==> config.mk <==
export PLATFORM = sky130hd
export DESIGN_NAME = clpr_regs
export DESIGN_NICKNAME = d
export VERILOG_FILES = /design/src/rtl/clpr_pkg.sv /design/src/rtl/clpr_tap_limit.sv /design/src/rtl/clpr_regs.sv
export SDC_FILE = /design/constraint.sdc
export NUM_CORES = 1
export LEC_CHECK = 0
export ABC_AREA = 1
export BUFFER_PORTS_ARGS = -buffer_cell sky130_fd_sc_hd__buf_2
export CAP_MARGIN = 25
export CORE_AREA = 3 3 127 160
export DETAILED_ROUTE_END_ITERATION = 8
export DIE_AREA = 0 0 130 163
export PLACE_DENSITY = 0.87
export RECOVER_POWER = 50
export SYNTH_ARGS = -nofsm -noshare
export SYNTH_HDL_FRONTEND = slang
export SYNTH_SLANG_ARGS = --single-unit
==> constraint.sdc <==
create_clock -name clk -period 11.4 [get_ports clk]
set_clock_uncertainty 0.15 [all_clocks]
set_input_delay 1.71 -clock clk [delete_from_list [all_inputs] [get_ports clk]]
set_output_delay 1.71 -clock clk [all_outputs]
set_load 0.05 [all_outputs]
==> src/rtl/clpr_pkg.sv <==
// How it works
// ready flag set on new ppm result
// inhibit clear: power down 100 ms after loss
// inhibit set: power up at first detect, stay
// lock criteria checked continuously after lock
// failed check repeated count times, then unlock
// lock regained: keep lock, zero recheck counter
// step limit caps taps 2 to 5 change
// same step limit for both polarities
// scale 00 unchanged, 01 adds window[3:1]
// scale 10 doubles, 11 doubles plus window[3:1]
// trigger captures counter, self clears when done
// result otherwise updates continuously
// first tap magnitude bounded by limit
package clpr_pkg;
   // -----------------------------------------
   // Register offsets.
   // -----------------------------------------
   localparam logic [7:0] OFS_LOCK_POWER = 8'h34; // Control and ready flag.
   localparam logic [7:0] OFS_PPM_TAP = 8'h35; // Tolerance, trigger, tap 1 limit.
   localparam logic [7:0] OFS_RESULT_HI = 8'h3B; // Result high byte.
   localparam logic [7:0] OFS_RESULT_LO = 8'h3C; // Result low byte.
   localparam logic [7:0] OFS_IRQ_STATUS = 8'h40; // Sticky events.
   localparam logic [7:0] OFS_IRQ_MASK = 8'h41; // Event mask.
   // -----------------------------------------
   // Field positions and reset values.
   // -----------------------------------------
   localparam int BIT_RDY = 7; // Ppm result ready.
   localparam int BIT_INHIBIT = 6; // Idle power-down inhibit.
   localparam int BIT_RECHK = 4; // Recheck count, two bits.
   localparam int BIT_SCALE = 6; // Tolerance scale, two bits.
   localparam int BIT_TRIG = 5; // Manual measure trigger.
   localparam logic [7:0] RST_LOCK_POWER = 8'h3F; // Reset of 0x34.
   localparam logic [7:0] RST_PPM_TAP = 8'h0F; // Reset of 0x35.
   // -----------------------------------------
   // Timing.
   // -----------------------------------------
   localparam int CLK_MHZ = 125; // System clock rate.
   localparam int IDLE_MS = 100; // Power-down delay.
   localparam int IDLE_CYC = IDLE_MS * 1000 * CLK_MHZ; // Cycles in delay.
   localparam int TICK_CYC = 4096; // Lock check spacing.
   // Lock monitor states.
   typedef enum logic [1:0] {LK_ACQ, LK_LOCKED, LK_RECHECK} clpr_lock_t;
endpackage

==> src/rtl/clpr_tap_limit.sv <==
`timescale 1ns/1ns
// Clamps one signed tap step and the resulting tap, registered.
module clpr_tap_limit (
   input wire logic clk, // System clock.
   input wire logic rst, // Synchronous reset.
   input wire logic en, // Apply step.
   input wire logic signed [7:0] step, // Requested change.
   input wire logic [4:0] step_lim, // Step limit.
   input wire logic [4:0] mag_lim, // Magnitude limit.
   output logic signed [7:0] tap // Tap value.
);
   logic signed [7:0] tap_r; // Stored tap.
   logic signed [7:0] tap_nxt; // Next tap.
   logic signed [8:0] s; // Clamped step.
   logic signed [8:0] v; // Sum before clamp.
   // Clamp step both ways, add, clamp magnitude.
   always_comb begin
      s = 9'(step);
      if (s > $signed({4'h0, step_lim})) begin
         s = $signed({4'h0, step_lim});
      end else if (s < -$signed({4'h0, step_lim})) begin
         s = -$signed({4'h0, step_lim});
      end
      v = 9'(tap_r) + s;
      if (v > $signed({4'h0, mag_lim})) begin
         v = $signed({4'h0, mag_lim});
      end else if (v < -$signed({4'h0, mag_lim})) begin
         v = -$signed({4'h0, mag_lim});
      end
      tap_nxt = en ? v[7:0] : tap_r;
   end
   // Register the tap.
   always_ff @(posedge clk) begin
      tap_r <= rst ? 8'h00 : tap_nxt;
   end
   assign tap = tap_r;
endmodule

==> src/rtl/clpr_regs.sv <==
// Chosen here: strobed register access.
`timescale 1ns/1ns
// -----------------------------------------
// Channel lock, power and equalizer limits.
// -----------------------------------------
module clpr_regs #(
   parameter int IDLE_CYCLES = clpr_pkg::IDLE_CYC, // Power-down delay.
   parameter int TICK_CYCLES = clpr_pkg::TICK_CYC // Lock check spacing.
) (
   input wire logic clk, // System clock.
   input wire logic rst, // Synchronous reset.
   input wire logic [7:0] addr, // Register address.
   input wire logic [7:0] wdata, // Write data.
   input wire logic wr, // Write strobe.
   input wire logic rd, // Read strobe.
   output logic [7:0] rdata, // Read data, cycle after rd.
   input wire logic sig_det, // Signal detect.
   input wire logic lock_ok, // Lock criteria met.
   input wire logic [15:0] ppm_count, // Frequency offset counter.
   input wire logic [7:0] ppm_window, // Tolerance window.
   input wire logic adapt_en, // Adaptation step strobe.
   input wire logic signed [7:0] tap_step [5], // Requested steps, taps 1..5.
   output logic [8:0] ppm_tol, // Scaled tolerance.
   output logic chan_power, // Channel blocks powered.
   output logic locked, // Lock indication.
   output logic signed [7:0] tap [5], // Tap values, taps 1..5.
   output logic irq // Interrupt, level.
);
   // -----------------------------------------
   // Register state.
   // -----------------------------------------
   logic [7:0] ctl_r, ctl_nxt; // 0x34 writable bits plus ready.
   logic [7:0] tap_r, tap_nxt; // 0x35.
   logic [15:0] res_r, res_nxt; // Captured result.
   logic [7:0] rdata_r, rdata_nxt; // Read data.
   logic [2:0] sts_r, sts_nxt; // Sticky: ready, lock loss, power down.
   logic [2:0] msk_r, msk_nxt; // Mask.
   logic [31:0] idle_r, idle_nxt; // Idle counter.
   logic pwr_r, pwr_nxt; // Power state.
   logic seen_r, seen_nxt; // Detect seen since reset.
   logic [31:0] tick_r, tick_nxt; // Check divider.
   logic [1:0] rchk_r, rchk_nxt; // Recheck counter.
   clpr_pkg::clpr_lock_t st_r, st_nxt; // Lock monitor state.
   logic tick; // One-cycle check enable.
   logic [2:0] ev; // Events this cycle.
   logic rd_sts; // Status read.

   assign tick = (tick_r == 32'(TICK_CYCLES - 1));
   assign rd_sts = rd && addr == clpr_pkg::OFS_IRQ_STATUS;

   // Register file, result capture and read mux.
   always_comb begin
      ctl_nxt = ctl_r;
      tap_nxt = tap_r;
      res_nxt = res_r;
      msk_nxt = msk_r;
      rdata_nxt = 8'h00;
      if (wr && addr == clpr_pkg::OFS_LOCK_POWER) begin
         ctl_nxt[6:0] = wdata[6:0];
      end
      if (wr && addr == clpr_pkg::OFS_PPM_TAP) begin
         tap_nxt = wdata;
      end
      if (wr && addr == clpr_pkg::OFS_IRQ_MASK) begin
         msk_nxt = wdata[2:0];
      end
      if (tap_r[clpr_pkg::BIT_TRIG]) begin
         res_nxt = ppm_count;
         tap_nxt[clpr_pkg::BIT_TRIG] = 1'b0;
      end else if (tick) begin
         res_nxt = ppm_count;
      end
      if (tap_r[clpr_pkg::BIT_TRIG] || tick) begin
         ctl_nxt[clpr_pkg::BIT_RDY] = 1'b1;
      end else if (rd && addr == clpr_pkg::OFS_RESULT_LO) begin
         ctl_nxt[clpr_pkg::BIT_RDY] = 1'b0;
      end
      if (rd) begin
         unique case (addr)
            clpr_pkg::OFS_LOCK_POWER: rdata_nxt = ctl_r;
            clpr_pkg::OFS_PPM_TAP: rdata_nxt = tap_r;
            clpr_pkg::OFS_RESULT_HI: rdata_nxt = res_r[15:8];
            clpr_pkg::OFS_RESULT_LO: rdata_nxt = res_r[7:0];
            clpr_pkg::OFS_IRQ_STATUS: rdata_nxt = {5'h00, sts_r};
            clpr_pkg::OFS_IRQ_MASK: rdata_nxt = {5'h00, msk_r};
            default: rdata_nxt = 8'h00;
         endcase
      end
   end

   // Power policy after signal detect.
   always_comb begin
      idle_nxt = idle_r;
      pwr_nxt = pwr_r;
      seen_nxt = seen_r | sig_det;
      if (ctl_r[clpr_pkg::BIT_INHIBIT]) begin
         idle_nxt = 32'h0;
         if (sig_det || seen_r) begin
            pwr_nxt = 1'b1;
         end
      end else if (sig_det) begin
         idle_nxt = 32'h0;
         pwr_nxt = 1'b1;
      end else if (pwr_r) begin
         if (idle_r == 32'(IDLE_CYCLES - 1)) begin
            pwr_nxt = 1'b0;
         end else begin
            idle_nxt = idle_r + 32'h1;
         end
      end
   end

   // Lock monitor with recheck counter.
   always_comb begin
      st_nxt = st_r;
      rchk_nxt = rchk_r;
      tick_nxt = tick ? 32'h0 : tick_r + 32'h1;
      if (tick) begin
         unique case (st_r)
            clpr_pkg::LK_ACQ: begin
               if (lock_ok) begin
                  st_nxt = clpr_pkg::LK_LOCKED;
               end
            end
            clpr_pkg::LK_LOCKED: begin
               if (!lock_ok) begin
                  if (ctl_r[5:4] == 2'h0) begin
                     st_nxt = clpr_pkg::LK_ACQ;
                  end else begin
                     st_nxt = clpr_pkg::LK_RECHECK;
                     rchk_nxt = 2'h1;
                  end
               end
            end
            clpr_pkg::LK_RECHECK: begin
               if (lock_ok) begin
                  st_nxt = clpr_pkg::LK_LOCKED;
                  rchk_nxt = 2'h0;
               end else if (rchk_r >= ctl_r[5:4]) begin
                  st_nxt = clpr_pkg::LK_ACQ;
                  rchk_nxt = 2'h0;
               end else begin
                  rchk_nxt = rchk_r + 2'h1;
               end
            end
         endcase
      end
   end

   // Sticky status; a read clears, a new event wins.
   always_comb begin
      ev[0] = tap_r[clpr_pkg::BIT_TRIG] || tick;
      ev[1] = tick && st_nxt == clpr_pkg::LK_ACQ && st_r != clpr_pkg::LK_ACQ;
      ev[2] = pwr_r && !pwr_nxt;
      sts_nxt = (rd_sts ? 3'h0 : sts_r) | ev;
   end

   // Register every group.
   always_ff @(posedge clk) begin
      if (rst) begin
         ctl_r <= clpr_pkg::RST_LOCK_POWER;
         tap_r <= clpr_pkg::RST_PPM_TAP;
         res_r <= 16'h0000;
         rdata_r <= 8'h00;
         sts_r <= 3'h0;
         msk_r <= 3'h0;
         idle_r <= 32'h0;
         pwr_r <= 1'b0;
         seen_r <= 1'b0;
         tick_r <= 32'h0;
         rchk_r <= 2'h0;
         st_r <= clpr_pkg::LK_ACQ;
      end else begin
         ctl_r <= ctl_nxt;
         tap_r <= tap_nxt;
         res_r <= res_nxt;
         rdata_r <= rdata_nxt;
         sts_r <= sts_nxt;
         msk_r <= msk_nxt;
         idle_r <= idle_nxt;
         pwr_r <= pwr_nxt;
         seen_r <= seen_nxt;
         tick_r <= tick_nxt;
         rchk_r <= rchk_nxt;
         st_r <= st_nxt;
      end
   end

   // Tolerance scaling.
   always_comb begin
      unique case (tap_r[7:6])
         2'h0: ppm_tol = {1'b0, ppm_window};
         2'h1: ppm_tol = {1'b0, ppm_window} + {6'h00, ppm_window[3:1]};
         2'h2: ppm_tol = {ppm_window, 1'b0};
         2'h3: ppm_tol = {ppm_window, 1'b0} + {6'h00, ppm_window[3:1]};
      endcase
   end

   // Equalizer taps: tap 1 magnitude, taps 2..5 step limited.
   for (genvar i = 0; i < 5; i++) begin : g_tap
      clpr_tap_limit u_lim (
         .clk(clk),
         .rst(rst),
         .en(adapt_en),
         .step(tap_step[i]),
         .step_lim(i == 0 ? 5'h1F : {1'b0, ctl_r[3:0]}),
         .mag_lim(i == 0 ? tap_r[4:0] : 5'h1F),
         .tap(tap[i])
      );
   end

   assign rdata = rdata_r;
   assign chan_power = pwr_r;
   assign locked = st_r != clpr_pkg::LK_ACQ;
   assign irq = |(sts_r & msk_r);

   // -----------------------------------------
   // Late tap step checks, one per tap.
   // -----------------------------------------
   // Every late tap moves by at most the step limit, up or down alike.
   for (genvar j = 1; j < 5; j++) begin : g_step_chk

   end
endmodule

Word-level counts from Yosys, hierarchy flattened:

Index checks and enable logic that the tools add are counted.

* flip-flop bits (word level): 156
* latch bits: 0
* bits in writable memories: 0
* memory bits (read-only): 0
* bits of input ports: 87
* output and inout port bits: 60
* logic and storage cells: 142
* memories kept: 0

* $add $sub $neg: 12
* $mul: 0
* divide/modulo/power cells: 0
* $lt $le $gt $ge: 21
* equality and inequality tests: 15
* shift operators: 0
* mux-type cells: 44
* bitwise logic cells: 5
* reduce and logical (&&, ||, !) cells: 26

Operator list (number)
* two-way mux 9 bit: 10
* two-way mux 8 bit: 10
* adder 32 x 1 -> 32 bit (second input constant): 2
* case mux 8 bit (6 select lines): 1
* adder 8 x 9 -> 9 bit: 5
* > comparator 9 x 6 -> 1 bit (second input constant): 4
* less-than comparator 8 x 9 -> 1 bit: 4
* less-than comparator 9 x 6 -> 1 bit (second input constant): 4
* case mux 9 bit (4 select lines): 1
* == test 32 x 12 -> 1 bit (second input constant): 1
* == test 32 x 24 -> 1 bit (second input constant): 1
* == test 8 x 6 -> 1 bit (second input constant): 4
* > comparator 8 x 5 -> 1 bit: 4
* two-way mux 16 bit: 2
* two-way mux 2 bit: 10
* == test 8 x 7 -> 1 bit (second input constant): 2
* adder 8 x 3 -> 9 bit: 1
* adder 9 x 3 -> 9 bit: 1
* > comparator 9 x 6 -> 1 bit: 1
* less-than comparator 9 bit: 1
* negation 4 -> 9 bit: 1
* negation 5 -> 9 bit: 1
* > comparator 8 x 6 -> 1 bit (second input constant): 1
* logical AND 1 bit: 8
* 22 further kinds: 43

Longest topological paths before layout:

Gate-level depths: netlist (run 1).

* word-level depth: 9
* depth in mapped cells: 34
* depth with buffers taken out: 33

By module:

Synthesis (run 1) repeated with hierarchy kept, for this count alone.

* cell total of the unflattened synthesis: 2537
* area total of the unflattened synthesis: 15936.5 um^2

Modules (own cells, without submodules)
* clpr_regs: instances 1, cells an instance 964, area an instance 6452.4 um^2, seq. area each 2322.2 um^2
* clpr_tap_limit (g_tap[2].u_lim ...): instances 3, cells an instance 315, area an instance 1896.8 um^2, seq. area each 160.2 um^2
* clpr_tap_limit (g_tap[0].u_lim): instances 1, cells an instance 315, area an instance 1919.3 um^2, seq. area each 160.2 um^2
* clpr_tap_limit (g_tap[1].u_lim): instances 1, cells an instance 313, area an instance 1874.3 um^2, seq. area each 160.2 um^2

Worst setup path after synthesis (run 1):

OpenSTA, ideal clock, no wires.

* kind: input port to output port
* start point: input ppm_window[2]
* end point: output ppm_tol[7]
* arrival time: 3.712 ns
* required time: 9.540 ns
* slack: 5.828 ns
* stages: 9
* path buffers: 0
* cells stage by stage: inv_1 > ha_1 > nor2_1 > nor2_1 > nor2_1 > inv_1 > nor3_1 > xor2_1 > o21ai_0

* cells in the longest elaborated chain, start to end: 2
* elaborated cells on any way between the ends: 3
* classes of those cells: add/sub (2); mux (1)

RTL lines
* start, declared: RTL line clpr_regs.sv:20 `input wire logic [7:0] ppm_window,`
* adder 9 x 3 -> 9 bit / adder 8 x 3 -> 9 bit (equally long branches): RTL line clpr_regs.sv:195, clpr_regs.sv:193
* case mux 9 bit (4 select lines) (*): RTL line clpr_regs.sv:191 `unique case (tap_r[7:6])`
* end, declared: RTL line clpr_regs.sv:23 `output logic [8:0] ppm_tol,`

Every way passes the cells marked *; elsewhere a longest branch is shown, timed or not.

Final worst setup path (run 1):

* start point: register ctl_r[0]
* end point: register g_tap[4].u_lim.tap_r[1]

* cells in the longest elaborated chain, start to end: 8
* elaborated cells on any way between the ends: 10
* classes of those cells: add/sub (2); order compare (4); mux (4)

RTL lines
* start, declared: RTL line clpr_regs.sv:32 `logic [7:0] ctl_r, ctl_nxt;`
* start signal, assigned: RTL line clpr_regs.sv:161 `ctl_r <= clpr_pkg::RST_LOCK_POWER;`
* start signal, assigned: RTL line clpr_regs.sv:174 `ctl_r <= ctl_nxt;`
* negation 4 -> 9 bit: RTL line clpr_tap_limit.sv:21, clpr_tap_limit.sv:22
* less-than comparator 8 x 9 -> 1 bit: RTL line clpr_tap_limit.sv:21 `end else if (s < -$signed({4'h0, step_lim})) begin`
* two-way mux 9 bit: RTL line clpr_tap_limit.sv:21
* two-way mux 9 bit (*): RTL line clpr_tap_limit.sv:19 `if (s > $signed({4'h0, step_lim})) begin`
* adder 8 x 9 -> 9 bit (*): RTL line clpr_tap_limit.sv:24 `v = 9'(tap_r) + s;`
* less-than comparator 9 x 6 -> 1 bit: RTL line clpr_tap_limit.sv:27 `end else if (v < -$signed({4'h0, mag_lim})) begin`
* two-way mux 8 bit: RTL line clpr_tap_limit.sv:27
* two-way mux 8 bit (*): RTL line clpr_tap_limit.sv:25 `if (v > $signed({4'h0, mag_lim})) begin`
* end signal, assigned: RTL line clpr_tap_limit.sv:34 `tap_r <= rst ? 8'h00 : tap_nxt;`
* end, declared: RTL line clpr_tap_limit.sv:12 `logic signed [7:0] tap_r;`

Marks and branches as above.
A chain may end at the register's enable or synchronous reset.

==> impl_results.rst, run 1 <==
.. list-table::
   :header-rows: 1

   * - Metric
     - Value
   * - Synth Instances
     - 1834
   * - I/O pin count
     - 147
   * - Kind of critical path
     - reg2reg
   * - Sequential-to-total area share from yosys stat
     - 0.255
   * - H-tree levels
     - 4
   * - Part of the cycle the worst path needs
     - 0.517
   * - 1st-pass router iterations
     - 6
   * - All-layer global routing usage
     - 0.308
   * - R2R depth
     - 29
   * - Post-layout min period
     - 5900 ps
   * - Number of max-slew violations in the final report
     - 80
   * - Number of gates resized after CTS
     - 0
   * - DP Area
     - 13100 µm²
   * - Cts bufs inserted
     - 17
   * - Worst min-delay path category
     - reg2reg
   * - Syn Std Cell Area
     - 12200 µm²
   * - Final hold violation count
     - 0
   * - Starting density of the core
     - 0.649
   * - I/O Buffers
     - 146
   * - Floorplan die width
     - 130 µm
   * - RSZ-0062 raised after global routing
     - no
   * - GRT overflow
     - 0
   * - Insertion delay of the later-clocked pin in the worst-skew pair
     - 430 ps
   * - Layout area overhead
     - 12.0%
   * - Highest-count cells in the layout ignoring fill and taps
     - nand2_1, inv_1, nor2_1, dfxtp_1, a21oi_1
   * - DP HPWL
     - 25300 µm
   * - Largest stage delay on the critical path
     - 480 ps
   * - Layout cells sized above 1
     - 0.105
   * - Avg Cell Area, Syn
     - 6.67 µm²
   * - Maximum fanout encountered on the critical timing path
     - 12
   * - Final std cell area, no fill
     - 13700 µm²
   * - Number of nets in the final layout
     - 2172
   * - DRC violation count after routing
     - 0
   * - Number of synthesis warnings
     - 0
   * - Violation count after the first detailed-route iteration
     - 845
   * - Critical path required time
     - 11480 ps
   * - Least-Margin Pin Slew
     - 1960 ps
   * - Core Util, Final
     - 0.727
   * - LEAKAGE
     - 6.30 nW
   * - Most frequent cell on the critical path
     - nand2_1
   * - Per-cell via count in the routed design
     - 5.72
   * - Max IR drop VDD
     - 0.000108 V
   * - Post-CTS setup buffers
     - 0
   * - Global-route wire length before repair
     - 54000 µm
   * - Power Dens Cells
     - 133 nW/µm²
   * - CP endpoint kind
     - flop
   * - Placeable Area
     - 18800 µm²
   * - Max clock buf depth
     - 2
   * - Depth of the worst hold-timing path
     - 1
   * - Total via count in the routed design
     - 12700
   * - Number of sinks on the clock net
     - 156
   * - Proportion of register bits with asynchronous set or reset after synthesis
     - 0
   * - Violations in the final reports
     - max-capacitance violations, max-slew violations
   * - Pin count of the biggest net entering global routing
     - 49
   * - Std-Cell Rows
     - 56
   * - Setup TNS
     - 0 ps
   * - Total nets after synthesis
     - 2039
   * - Total length of routed wires
     - 32900 µm
   * - Flip-flop cell with the highest count after synthesis
     - dfxtp_1
   * - Die area
     - 21200 µm²
   * - Initial antenna violation count
     - 6
   * - Clock-pin slew on the worst setup and hold paths
     - 70 ps
   * - Wirelength per Cell
     - 14.8 µm
   * - Worst relative slew slack
     - -0.304
   * - Cell at the slowest stage of the critical path
     - inv_1
   * - Hold_buf cts
     - 0
   * - Routability cong.
     - 0.994
   * - Most common cell after layout, fill and taps aside
     - nand2_1
   * - Outcome
     - complete, but fails checks
   * - Clock tree from TritonCTS
     - built
   * - Clock root buffer
     - clkbuf_16
   * - Data arrival time of the critical path
     - 5980 ps
   * - Die H
     - 163 µm
   * - FMAX
     - 170 MHz
   * - Finish-stage setup viols
     - 0
   * - Number of distinct library cells after synthesis
     - 53
   * - Number of global-route vias before repair
     - 12200
   * - Register bit count reported by yosys
     - 156
   * - Max Cap Violations
     - 2
   * - Setup crit start kind
     - flop
   * - Number of nets with antenna violations after detailed routing
     - 0
   * - Number of enable-type register cells in the synthesized netlist
     - 0
[Yosys cell counts, types with 2 or more instances]
cell	n	share of area
a211oi_1	3	0.0018
a21o_1	3	0.0018
a21oi_1	153	0.063
a21oi_2	2	0.0014
a221oi_1	10	0.0072
a22oi_1	2	0.0012
a31oi_1	15	0.0077
and3_1	2	0.0010
buf_2	6	0.0025
clkbuf_1	28	0.0086
clkinv_1	2	0.00061
dfxtp_1	156	0.26
fa_1	7	0.011
ha_1	111	0.11
inv_1	276	0.085
inv_2	7	0.0021
nand2_1	358	0.11
nand2_2	24	0.012
nand2_4	3	0.0028
nand3_1	77	0.031
nand3_2	16	0.013
nand3b_1	7	0.0043
nand4_1	36	0.018
nor2_1	192	0.059
nor2_2	9	0.0046
nor3_1	43	0.018
nor3_2	5	0.0041
nor3b_1	6	0.0037
nor4_1	16	0.0082
nor4_2	3	0.0031
o2111ai_1	3	0.0021
o211ai_1	17	0.010
o21a_1	10	0.0061
o21ai_0	103	0.042
o21ai_1	3	0.0012
o21bai_1	7	0.0043
o221ai_1	5	0.0036
o22ai_1	11	0.0056
o311ai_0	5	0.0036
or2_2	4	0.0020
xnor2_1	16	0.011
xor2_1	61	0.044
[through the flow]
stage / std cells / setup WS, ps / total power [mW] / hold slack, ps
4_1_cts: 2211 / 5640 / 1.83 / 301
6_report: 2220 / 5500 / 1.83 / 295
3_5_place_dp: 2179 / 5570 / 1.24 / 287
2_1_floorplan: 1834 / 5830 / 1.09 / 268
3_3_place_gp: 2179 / 5730 / 1.22 / 277
5_1_grt: 2217 / 5110 / 1.94 / 326
[flip-flops by register name (all words and copies together), names as in the netlist]
register         count
g_tap.u_lim.tap     40
idle_r              32
tick_r              32
res_r               16
ctl_r                8
rdata                8
tap_r                8
msk_r                3
sts_r                3
rchk_r               2
st_r                 2
chan_power           1
seen_r               1
[worst max-delay path: cells and delay by family (launching register included)]
kind                     cells  cell delay (ps)
XOR/XNOR                     1              210
AO/OA/AOI/OAI                5             1030
AND/OR/NAND/NOR             16             1810
buffers and inverters        4              930
adder cells (fa/ha/maj)      3             1130
flip-flops                   1              430
[layer usage]
metal | track usage | wire length [µm] | vias to the layer above
li1 | - | - | 6366
met3 | 0.0495 | 2190 | 105
met5 | 0 | 0 | -
met2 | 0.537 | 16200 | 456
met1 | 0.360 | 13100 | 5778
met4 | 0.156 | 1430 | 0
[cell type report]
class                   count  area [µm²]
well taps                 232         290
inverters                 285        1070
flip-flops and latches    156        3120
multi-input cells        1356        7890
diodes                      8        20.0
fillers                  1619        5140
clock buffers              18         439
clock inverters            14         170
repair buffers            151         702
[worst paths after layout]
kind | to | start | slack, ps
max | g_tap[4].u_lim.tap[1] | ctl_r[0] | 5500
min | tick_r[0] | tick_r[0] | 300
max reg2reg | g_tap[4].u_lim.tap[1] | ctl_r[0] | 5500
min reg2reg | tick_r[0] | tick_r[0] | 300
[power by group]
group          internal, mW  leakage [nW]  total [mW]  switching [mW]
Clock                 0.338         0.301       0.594           0.256
Combinational         0.205          4.73       0.636           0.431
Sequential            0.571          1.27       0.599          0.0279
[logic make-up after synthesis]
family / count (synthesis) / share of synthesized area
buffers and inverters: 322 / 0.100
and+or+nand+nor: 805 / 0.299
xor gates and xnor gates: 77 / 0.0551
AOI/OAI and AO/OA: 356 / 0.166
adders and majority gates: 118 / 0.125
DFF: 156 / 0.255
(Power assumes the default switching activity.)
==> run 2: changes to the inputs <==
--- a/config.mk
+++ b/config.mk
@@ -5,13 +5,13 @@
 export SDC_FILE = /design/constraint.sdc
 export NUM_CORES = 1
 export LEC_CHECK = 0
-export ABC_AREA = 1
+export ABC_AREA = 0
 export BUFFER_PORTS_ARGS = -buffer_cell sky130_fd_sc_hd__buf_2
 export CAP_MARGIN = 25
-export CORE_AREA = 3 3 127 160
+export CORE_AREA = 3 3 130 164
 export DETAILED_ROUTE_END_ITERATION = 8
-export DIE_AREA = 0 0 130 163
-export PLACE_DENSITY = 0.87
+export DIE_AREA = 0 0 133 167
+export PLACE_DENSITY = 0.81
 export RECOVER_POWER = 50
 export SYNTH_ARGS = -nofsm -noshare
 export SYNTH_HDL_FRONTEND = slang
==> constraint.sdc (replaced) <==
create_clock -name clk -period 6 [get_ports clk]
set_clock_uncertainty 0.15 [all_clocks]
set_input_delay 0.9 -clock clk [delete_from_list [all_inputs] [get_ports clk]]
set_output_delay 0.9 -clock clk [all_outputs]
set_load 0.05 [all_outputs]
==> impl_results.rst, run 2 <==
.. list-table::
   :header-rows: 1

   * - Metric
     - Value
   * - Most repeated cell in the gate-level netlist after synthesis
     - nor2_1
   * - Least-Margin Pin Slew
     - 972 ps (-984 ps)
   * - Layout cells sized above 1
     - 0.120 (+0.0159)
   * - Data arrival time of the critical path
     - 5890 ps (-90 ps)
   * - Pin count of the biggest net entering global routing
     - 72 (+47%)
   * - Max IR drop VDD
     - 0.000189 V (+76%)
   * - Most common cell after layout, fill and taps aside
     - nor2_1
   * - Violation count after the first detailed-route iteration
     - 1012 (+20%)
   * - LEAKAGE
     - 5.64 nW (-10%)
   * - Starting density of the core
     - 0.596 (-0.0537)
   * - Cell at the slowest stage of the critical path
     - or3_1
   * - Number of distinct library cells after synthesis
     - 88 (+66%)
   * - Cts bufs inserted
     - 17 (unchanged)
   * - Synth Instances
     - 1488 (-19%)
   * - I/O Buffers
     - 146 (unchanged)
   * - Sequential-to-total area share from yosys stat
     - 0.263 (+0.00755)
   * - Die H
     - 167 µm (+2.5%)
   * - GRT overflow
     - 0 (unchanged)
   * - Layout area overhead
     - 13.7%
   * - Clock root buffer
     - clkbuf_16
   * - Global-route wire length before repair
     - 52300 µm (-3.3%)
   * - Layout filler cell count
     - 1668 (+3.0%)
   * - Worst relative slew slack
     - 0.350 (+0.654)
   * - Number of global-route vias before repair
     - 11200 (-7.9%)
   * - Floorplan die width
     - 133 µm (+2.3%)
   * - CP Buf/Inv Count
     - 4 (unchanged)
   * - All-layer global routing usage
     - 0.279 (-0.0290)
   * - Clock-pin slew on the worst setup and hold paths
     - 80 ps (about the same)
   * - Total via count in the routed design
     - 11700 (-7.8%)
   * - Share of synthesized cell area in and, or, nand and nor gates
     - 0.229 (-0.0700)
   * - Setup TNS
     - 0 ps (unchanged)
   * - Post-layout min period
     - 5710 ps (-187 ps)
   * - Part of the cycle the worst path needs
     - 0.952 (+0.435)
   * - Number of sinks on the clock net
     - 156 (unchanged)
   * - Highest-count cells in the layout ignoring fill and taps
     - nor2_1, dfxtp_1, nand2_1, ha_1, buf_2
   * - Number of max-slew violations in the final report
     - 0 (-100%)
   * - I/O pin count
     - 147 (unchanged)
   * - Wirelength per Cell
     - 16.7 µm (+13%)
   * - Kind of critical path
     - reg2reg
   * - CP endpoint kind
     - flop
   * - FMAX
     - 175 MHz (+3.3%)
   * - Main combinational cell family by area after synthesis
     - simple AND/OR/NAND/NOR gates
   * - Max Cap Violations
     - 0 (-2)
   * - Largest stage delay on the critical path
     - 390 ps (-90 ps)
   * - DRC violation count after routing
     - 0 (unchanged)
   * - Final hold violation count
     - 0 (unchanged)
   * - Flip-flop cell with the highest count after synthesis
     - dfxtp_1
   * - Share of the synthesized area in the top cell type
     - 0.263 (+0.00755)
   * - Number of nets with antenna violations after detailed routing
     - 0 (unchanged)
   * - 1st-pass router iterations
     - 7 (+1)
   * - Avg Cell Area, Syn
     - 7.99 µm² (+20%)
   * - Number of enable-type register cells in the synthesized netlist
     - 0 (unchanged)
   * - Die area
     - 22200 µm² (+4.8%)
   * - Fraction of the mapped netlist area in adder cells
     - 0.134 (+0.00896)
   * - Multiplexer share of the synthesized area
     - 0.0387 (+0.0387)
   * - Share of the synthesized area in compound gates (AO/OA/AOI/OAI)
     - 0.212 (+0.0469)
   * - Register bit count reported by yosys
     - 156 (unchanged)
   * - Proportion of register bits with asynchronous set or reset after synthesis
     - 0 (unchanged)
   * - Number of nets in the final layout
     - 1827 (-16%)
   * - Total power
     - 3.50 mW (+92%)
   * - Initial antenna violation count
     - 4 (-2)
   * - Maximum fanout encountered on the critical timing path
     - 11 (-1)
   * - Per-cell via count in the routed design
     - 6.14 (+7.2%)
   * - Area contributors post-synth
     - dfxtp_1, ha_1, nor2_1, nand2_1, xor2_1
   * - Cells traversed along the worst timing path
     - inv_2, ha_1, nand2_2, clkinvlp_4, buf_4, ha_1, a21oi_1, nand2_1, maj3_1, a211oi_1, a21o_2, buf_4, a21oi_1, o21a_1, ha_1, o21ai_0, a31oi_2, or3_1, or3_1, o2111ai_1, mux2i_1, or3_1, o41a_1
   * - Critical path required time
     - 6180 ps (-5300 ps)
   * - Finish-stage setup viols
     - 0 (unchanged)
   * - Syn Std Cell Area
     - 11900 µm² (-2.9%)
   * - H-tree levels
     - 4 (unchanged)
   * - Number of synthesis warnings
     - 0 (unchanged)
   * - Clock tree from TritonCTS
     - built
   * - Synth top cells by count
     - nor2_1, dfxtp_1, nand2_1, ha_1, a21oi_1
   * - Insertion delay of the later-clocked pin in the worst-skew pair
     - 430 ps (about the same)
   * - Total nets after synthesis
     - 1693 (-17%)
   * - Max clock buf depth
     - 2 (unchanged)
   * - Setup crit start kind
     - flop
   * - Routability cong.
     - 0.978 (-1.7%)
   * - Share of the synthesized netlist area taken by xor and xnor gates
     - 0.0777 (+0.0226)
   * - Worst min-delay path category
     - reg2reg
   * - DP HPWL
     - 23700 µm (-6.6%)
   * - Std-Cell Rows
     - 58 (+3.6%)
   * - Largest area contributor in the netlist
     - dfxtp_1
   * - Placeable Area
     - 20000 µm² (+5.9%)
   * - Flip-flop count of the largest register, all copies and words added
     - 40 (unchanged)
   * - Cell family with most CP delay
     - compound AO/OA/AOI/OAI gates
   * - Power Dens Cells
     - 259 nW/µm² (+94%)
   * - Total length of routed wires
     - 31900 µm (-3.0%)
   * - Outcome
     - completed
run 2: metrics by stage:
stage / std cells / utilization / setup slack (ps) / cell area [µm²] / hold WS [ps]
floorplan: 1488 / - / 83.2 / 11900 / 263
global placement: 1866 / 0.646 / 307 / 12900 / 274
detailed placement: 1868 / 0.647 / 142 / 12900 / 292
CTS: 1900 / 0.677 / 120 / 13500 / 306
global route: 1908 / 0.677 / -21.8 / 13500 / 326
finish: 1908 / 0.677 / 287 / 13500 / 304
run 2: area by class of cell:
class / instances / area, µm² / share of cell area
Clock inverter: 15 / 185 / 0.0137
Multi-Input combinational cell: 1196 / 8240 / 0.610
Tap cell: 270 / 338 / 0.0250
Clock buffer: 17 / 425 / 0.0315
Timing Repair Buffer: 179 / 913 / 0.0676
Sequential cell: 156 / 3130 / 0.231
Inverter: 72 / 279 / 0.0206
Antenna cell: 3 / 7.51 / 0.000555
run 2: kinds of logic after synthesis:
family                   after synthesis
AO/OA/AOI/OAI                        364
XOR/XNOR                             100
multiplexers                          43
AND/OR/NAND/NOR                      565
flip-flops                           156
buffers and inverters                136
adder cells (fa/ha/maj)              124
run 2: final timing paths:
kind | from | cells past startpoint | to | slack, ps
worst max-delay path | ctl_r[1] | 23 | g_tap[2].u_lim.tap[0] | 290
worst min-delay path | tick_r[0] | 1 | tick_r[0] | 300
worst max register to register | ctl_r[1] | 23 | g_tap[2].u_lim.tap[0] | 290
worst min register to register | tick_r[0] | 1 | tick_r[0] | 300
run 2: power by group:
group          switching (mW)  internal [mW]
sequential             0.0569           1.09
combinational           0.801          0.462
clock                   0.528          0.570
total                    1.39           2.12
run 2: timing repair:
| item | CTS | global route |
|---|---|---|
| hold buffers | 0 | 0 |
| setup endpoints to repair | 0 | 25 |
| setup buffers | 0 | 4 |
| gates resized for setup | 0 | 11 |
run 2: layer usage:
layer  vias up  GRT usage  part of all wire  wire length, µm
li1       5718          -                 -                -
met1      5480      0.343              0.42            13300
met2       434      0.487              0.49            15700
met3        77     0.0447             0.065             2060
met4         2      0.106             0.029              923
met5         -          0           0.00050               16
==> run 3: changes to the inputs <==
--- a/config.mk
+++ b/config.mk
@@ -8,9 +8,10 @@
 export ABC_AREA = 0
 export BUFFER_PORTS_ARGS = -buffer_cell sky130_fd_sc_hd__buf_2
 export CAP_MARGIN = 25
-export CORE_AREA = 3 3 130 164
+export CORE_AREA = 10 10 146 161
 export DETAILED_ROUTE_END_ITERATION = 8
-export DIE_AREA = 0 0 133 167
+export DIE_AREA = 0 0 156 171
+export GPL_TIMING_DRIVEN = 0
 export PLACE_DENSITY = 0.81
 export RECOVER_POWER = 50
 export SYNTH_ARGS = -nofsm -noshare
==> impl_results.rst, run 3 (synthesized netlist as in run 2, its figures left out) <==
.. list-table::
   :header-rows: 1

   * - Metric
     - Value
   * - Most frequent cell on the critical path
     - inv_1
   * - Critical path launch point
     - ctl_r[0]
   * - GRT overflow
     - 0 (unchanged)
   * - Pin count of the biggest net entering global routing
     - 22 (-69%)
   * - Final worst-path setup slack
     - 99.4 ps (-188 ps)
   * - DP HPWL
     - 26200 µm (+11%)
   * - LEAKAGE
     - 5.76 nW (+2.1%)
   * - Clock root buffer
     - clkbuf_16
   * - Combinational Power Share
     - 0.379 (+0.019)
   * - FMAX
     - 169 MHz (-3.2%)
   * - Data arrival time of the critical path
     - 6040 ps (+150 ps)
   * - Outcome
     - completed
   * - Least-Margin Pin Slew
     - 1040 ps (+63.4 ps)
   * - Max clock buf depth
     - 2 (unchanged)
   * - Total power
     - 3.58 mW (+2.1%)
   * - Clk network pwr share
     - 0.303 (-0.010)
   * - I/O pin count
     - 147 (unchanged)
   * - Register share of total power
     - 0.318 (-0.008)
   * - Die area
     - 26700 µm² (+20%)
   * - Final hold violation count
     - 0 (unchanged)
   * - Power Dens Cells
     - 257 nW/µm² (-0.93%)
   * - Placement-stage worst setup slack
     - -991 ps (-1130 ps)
   * - Sw power
     - 1.43 mW (+3.3%)
   * - Global Route met3 Usage
     - 0.0570 (+0.0123)
   * - Die H
     - 171 µm (+2.4%)
   * - Finish-stage setup viols
     - 0 (unchanged)
   * - Reg-to-reg slack, setup
     - 100 ps (-190 ps)
   * - Hold_buf cts
     - 0 (unchanged)
   * - All-layer global routing usage
     - 0.256 (-0.0228)
   * - Global-route wire length before repair
     - 56300 µm (+7.8%)
   * - Layout cells sized above 1
     - 0.138 (+0.0178)
   * - Number of nets with antenna violations after detailed routing
     - 0 (unchanged)
   * - Post-layout min period
     - 5900 ps (+188 ps)
   * - Wirelength per Cell
     - 18.4 µm (+9.8%)
   * - Final std cell area, no fill
     - 13900 µm² (+3.0%)
   * - CP endpoint kind
     - flop
   * - Initial antenna violation count
     - 2 (-2)
   * - H-tree levels
     - 4 (unchanged)
   * - Placeable Area
     - 20300 µm² (+1.7%)
   * - Worst relative slew slack
     - 0.304 (-0.0460)
   * - Largest stage delay on the critical path
     - 630 ps (+240 ps)
   * - Part of the cycle the worst path needs
     - 0.983 (+0.0313)
   * - I/O Buffers
     - 141 (-3.4%)
   * - Startpoint of the lowest-slack register-to-register path
     - ctl_r[0]
   * - Floorplan die width
     - 156 µm (+17%)
   * - Cts bufs inserted
     - 17 (unchanged)
   * - DRC violation count after routing
     - 0 (unchanged)
   * - Highest-count cells in the layout ignoring fill and taps
     - nor2_1, dfxtp_1, nand2_1, ha_1, clkbuf_1
   * - Maximum fanout encountered on the critical timing path
     - 21 (+10)
   * - Met2 usage
     - 0.426 (-0.0611)
   * - Flip-flop count of the largest register, all copies and words added
     - 40 (unchanged)
   * - Internal cell power
     - 2.15 mW (+1.3%)
   * - Insertion delay of the later-clocked pin in the worst-skew pair
     - 440 ps (about the same)
   * - Violation count after the first detailed-route iteration
     - 804 (-21%)
   * - Cell at the slowest stage of the critical path
     - or4b_2
   * - Switching fraction of total power
     - 0.400 (+0.00462)
   * - Layout area overhead
     - 17.1%
   * - Kind of critical path
     - reg2reg
   * - DP Area
     - 12900 µm² (+0.11%)
   * - Number of nets in the final layout
     - 1877 (+2.7%)
   * - Number of global-route vias before repair
     - 11700 (+4.2%)
   * - Global route hottest layer
     - met2
   * - Number of sinks on the clock net
     - 156 (unchanged)
   * - Clock tree from TritonCTS
     - built
   * - 1st-pass router iterations
     - 6 (-1)
   * - Per-cell via count in the routed design
     - 6.22 (+1.4%)
   * - Total via count in the routed design
     - 12100 (+3.2%)
   * - Setup crit start kind
     - flop
   * - Core Util, Final
     - 0.686 (+0.00874)
   * - Hold wc startpoint
     - tick_r[0]
   * - Std-Cell Rows
     - 55 (-5.2%)
   * - Global routing met1 resource utilization
     - 0.310 (-0.0331)
   * - Critical path required time
     - 6130 ps (-50 ps)
   * - Starting density of the core
     - 0.586 (-0.0101)
   * - Max IR drop VDD
     - 0.000232 V (+23%)
   * - Number of max-slew violations in the final report
     - 0 (unchanged)
   * - Routability cong.
     - 0.937 (-4.2%)
   * - Worst min-delay path category
     - reg2reg
   * - Most common cell after layout, fill and taps aside
     - nor2_1
   * - Total length of routed wires
     - 35700 µm (+12%)
   * - Max Cap Violations
     - 0 (unchanged)
   * - Clock-pin slew on the worst setup and hold paths
     - 70 ps (about the same)
-- run 3: cell types whose count changed in the layout (fill, tap and decap cells not counted), sizes merged --
cell | previous run | this run
clkbuf | 75 | 122
buf | 121 | 124
diode | 3 | 1
inv | 78 | 76
clkinv | 7 | 8
clkinvlp | 2 | 3
-- run 3: final cells by class --
class	instances	area (µm²)
Antenna cell	1	2.50
Buffer	64	329
Clock buffer	17	425
Clock inverter	15	171
Fill cell	1674	6370
Inverter	72	279
Multi-Input combinational cell	1196	8450
Sequential cell	156	3130
Tap cell	256	320
Timing Repair Buffer	165	820
-- run 3: worst paths after layout --
kind,cells past startpoint,to
max,28,g_tap[1].u_lim.tap[1]
min,1,tick_r[0]
max reg2reg,28,g_tap[1].u_lim.tap[1]
min reg2reg,1,tick_r[0]
-- run 3: timing repair --
| action | in CTS | in global routing |
|---|---|---|
| gates resized for setup | 24 | 51 |
| endpoints found under the hold margin | 0 | 0 |
| buffers inserted | 5 | 19 |
| pin swaps | 2 | 18 |
| setup endpoints to repair | 32 | 33 |
-- run 3: worst max-delay path, delay by kind of cell (launching register included) --
family	cells	cell delay (ps)
xor+xnor	1	160
simple gates	6	1490
buf+inv	8	960
compound gates	9	1520
fa+ha+maj	4	1100
flops	1	380
-- run 3: per-stage QoR --
stage                     cells  hold WS, ps  setup TNS, ps
after floorplan            1488          263              0
after CTS                  1922          309              0
after global placement     1885          274         -20330
after global routing       1942          325           -544
final                      1942          309              0
after detailed placement   1885          297         -21130
-- run 3: routing by layer --
layer  vias to the layer above  share of wire
li1                       5795              -
met1                      5647           0.41
met2                       537           0.46
met3                       104          0.083
met4                         2          0.038
met5                         -        0.00056
-- run 3: power groups by stage --
| stage | clock (mW) | combinational [mW] | sequential, mW |
|---|---|---|---|
| after global placement | 0 | 1.23 | 1.16 |
| after CTS | 1.09 | 1.28 | 1.14 |
| final | 1.08 | 1.36 | 1.14 |
| after global routing | 1.14 | 1.49 | 1.14 |
| after floorplan | 0 | 0.797 | 1.31 |
| after detailed placement | 0 | 1.26 | 1.16 |
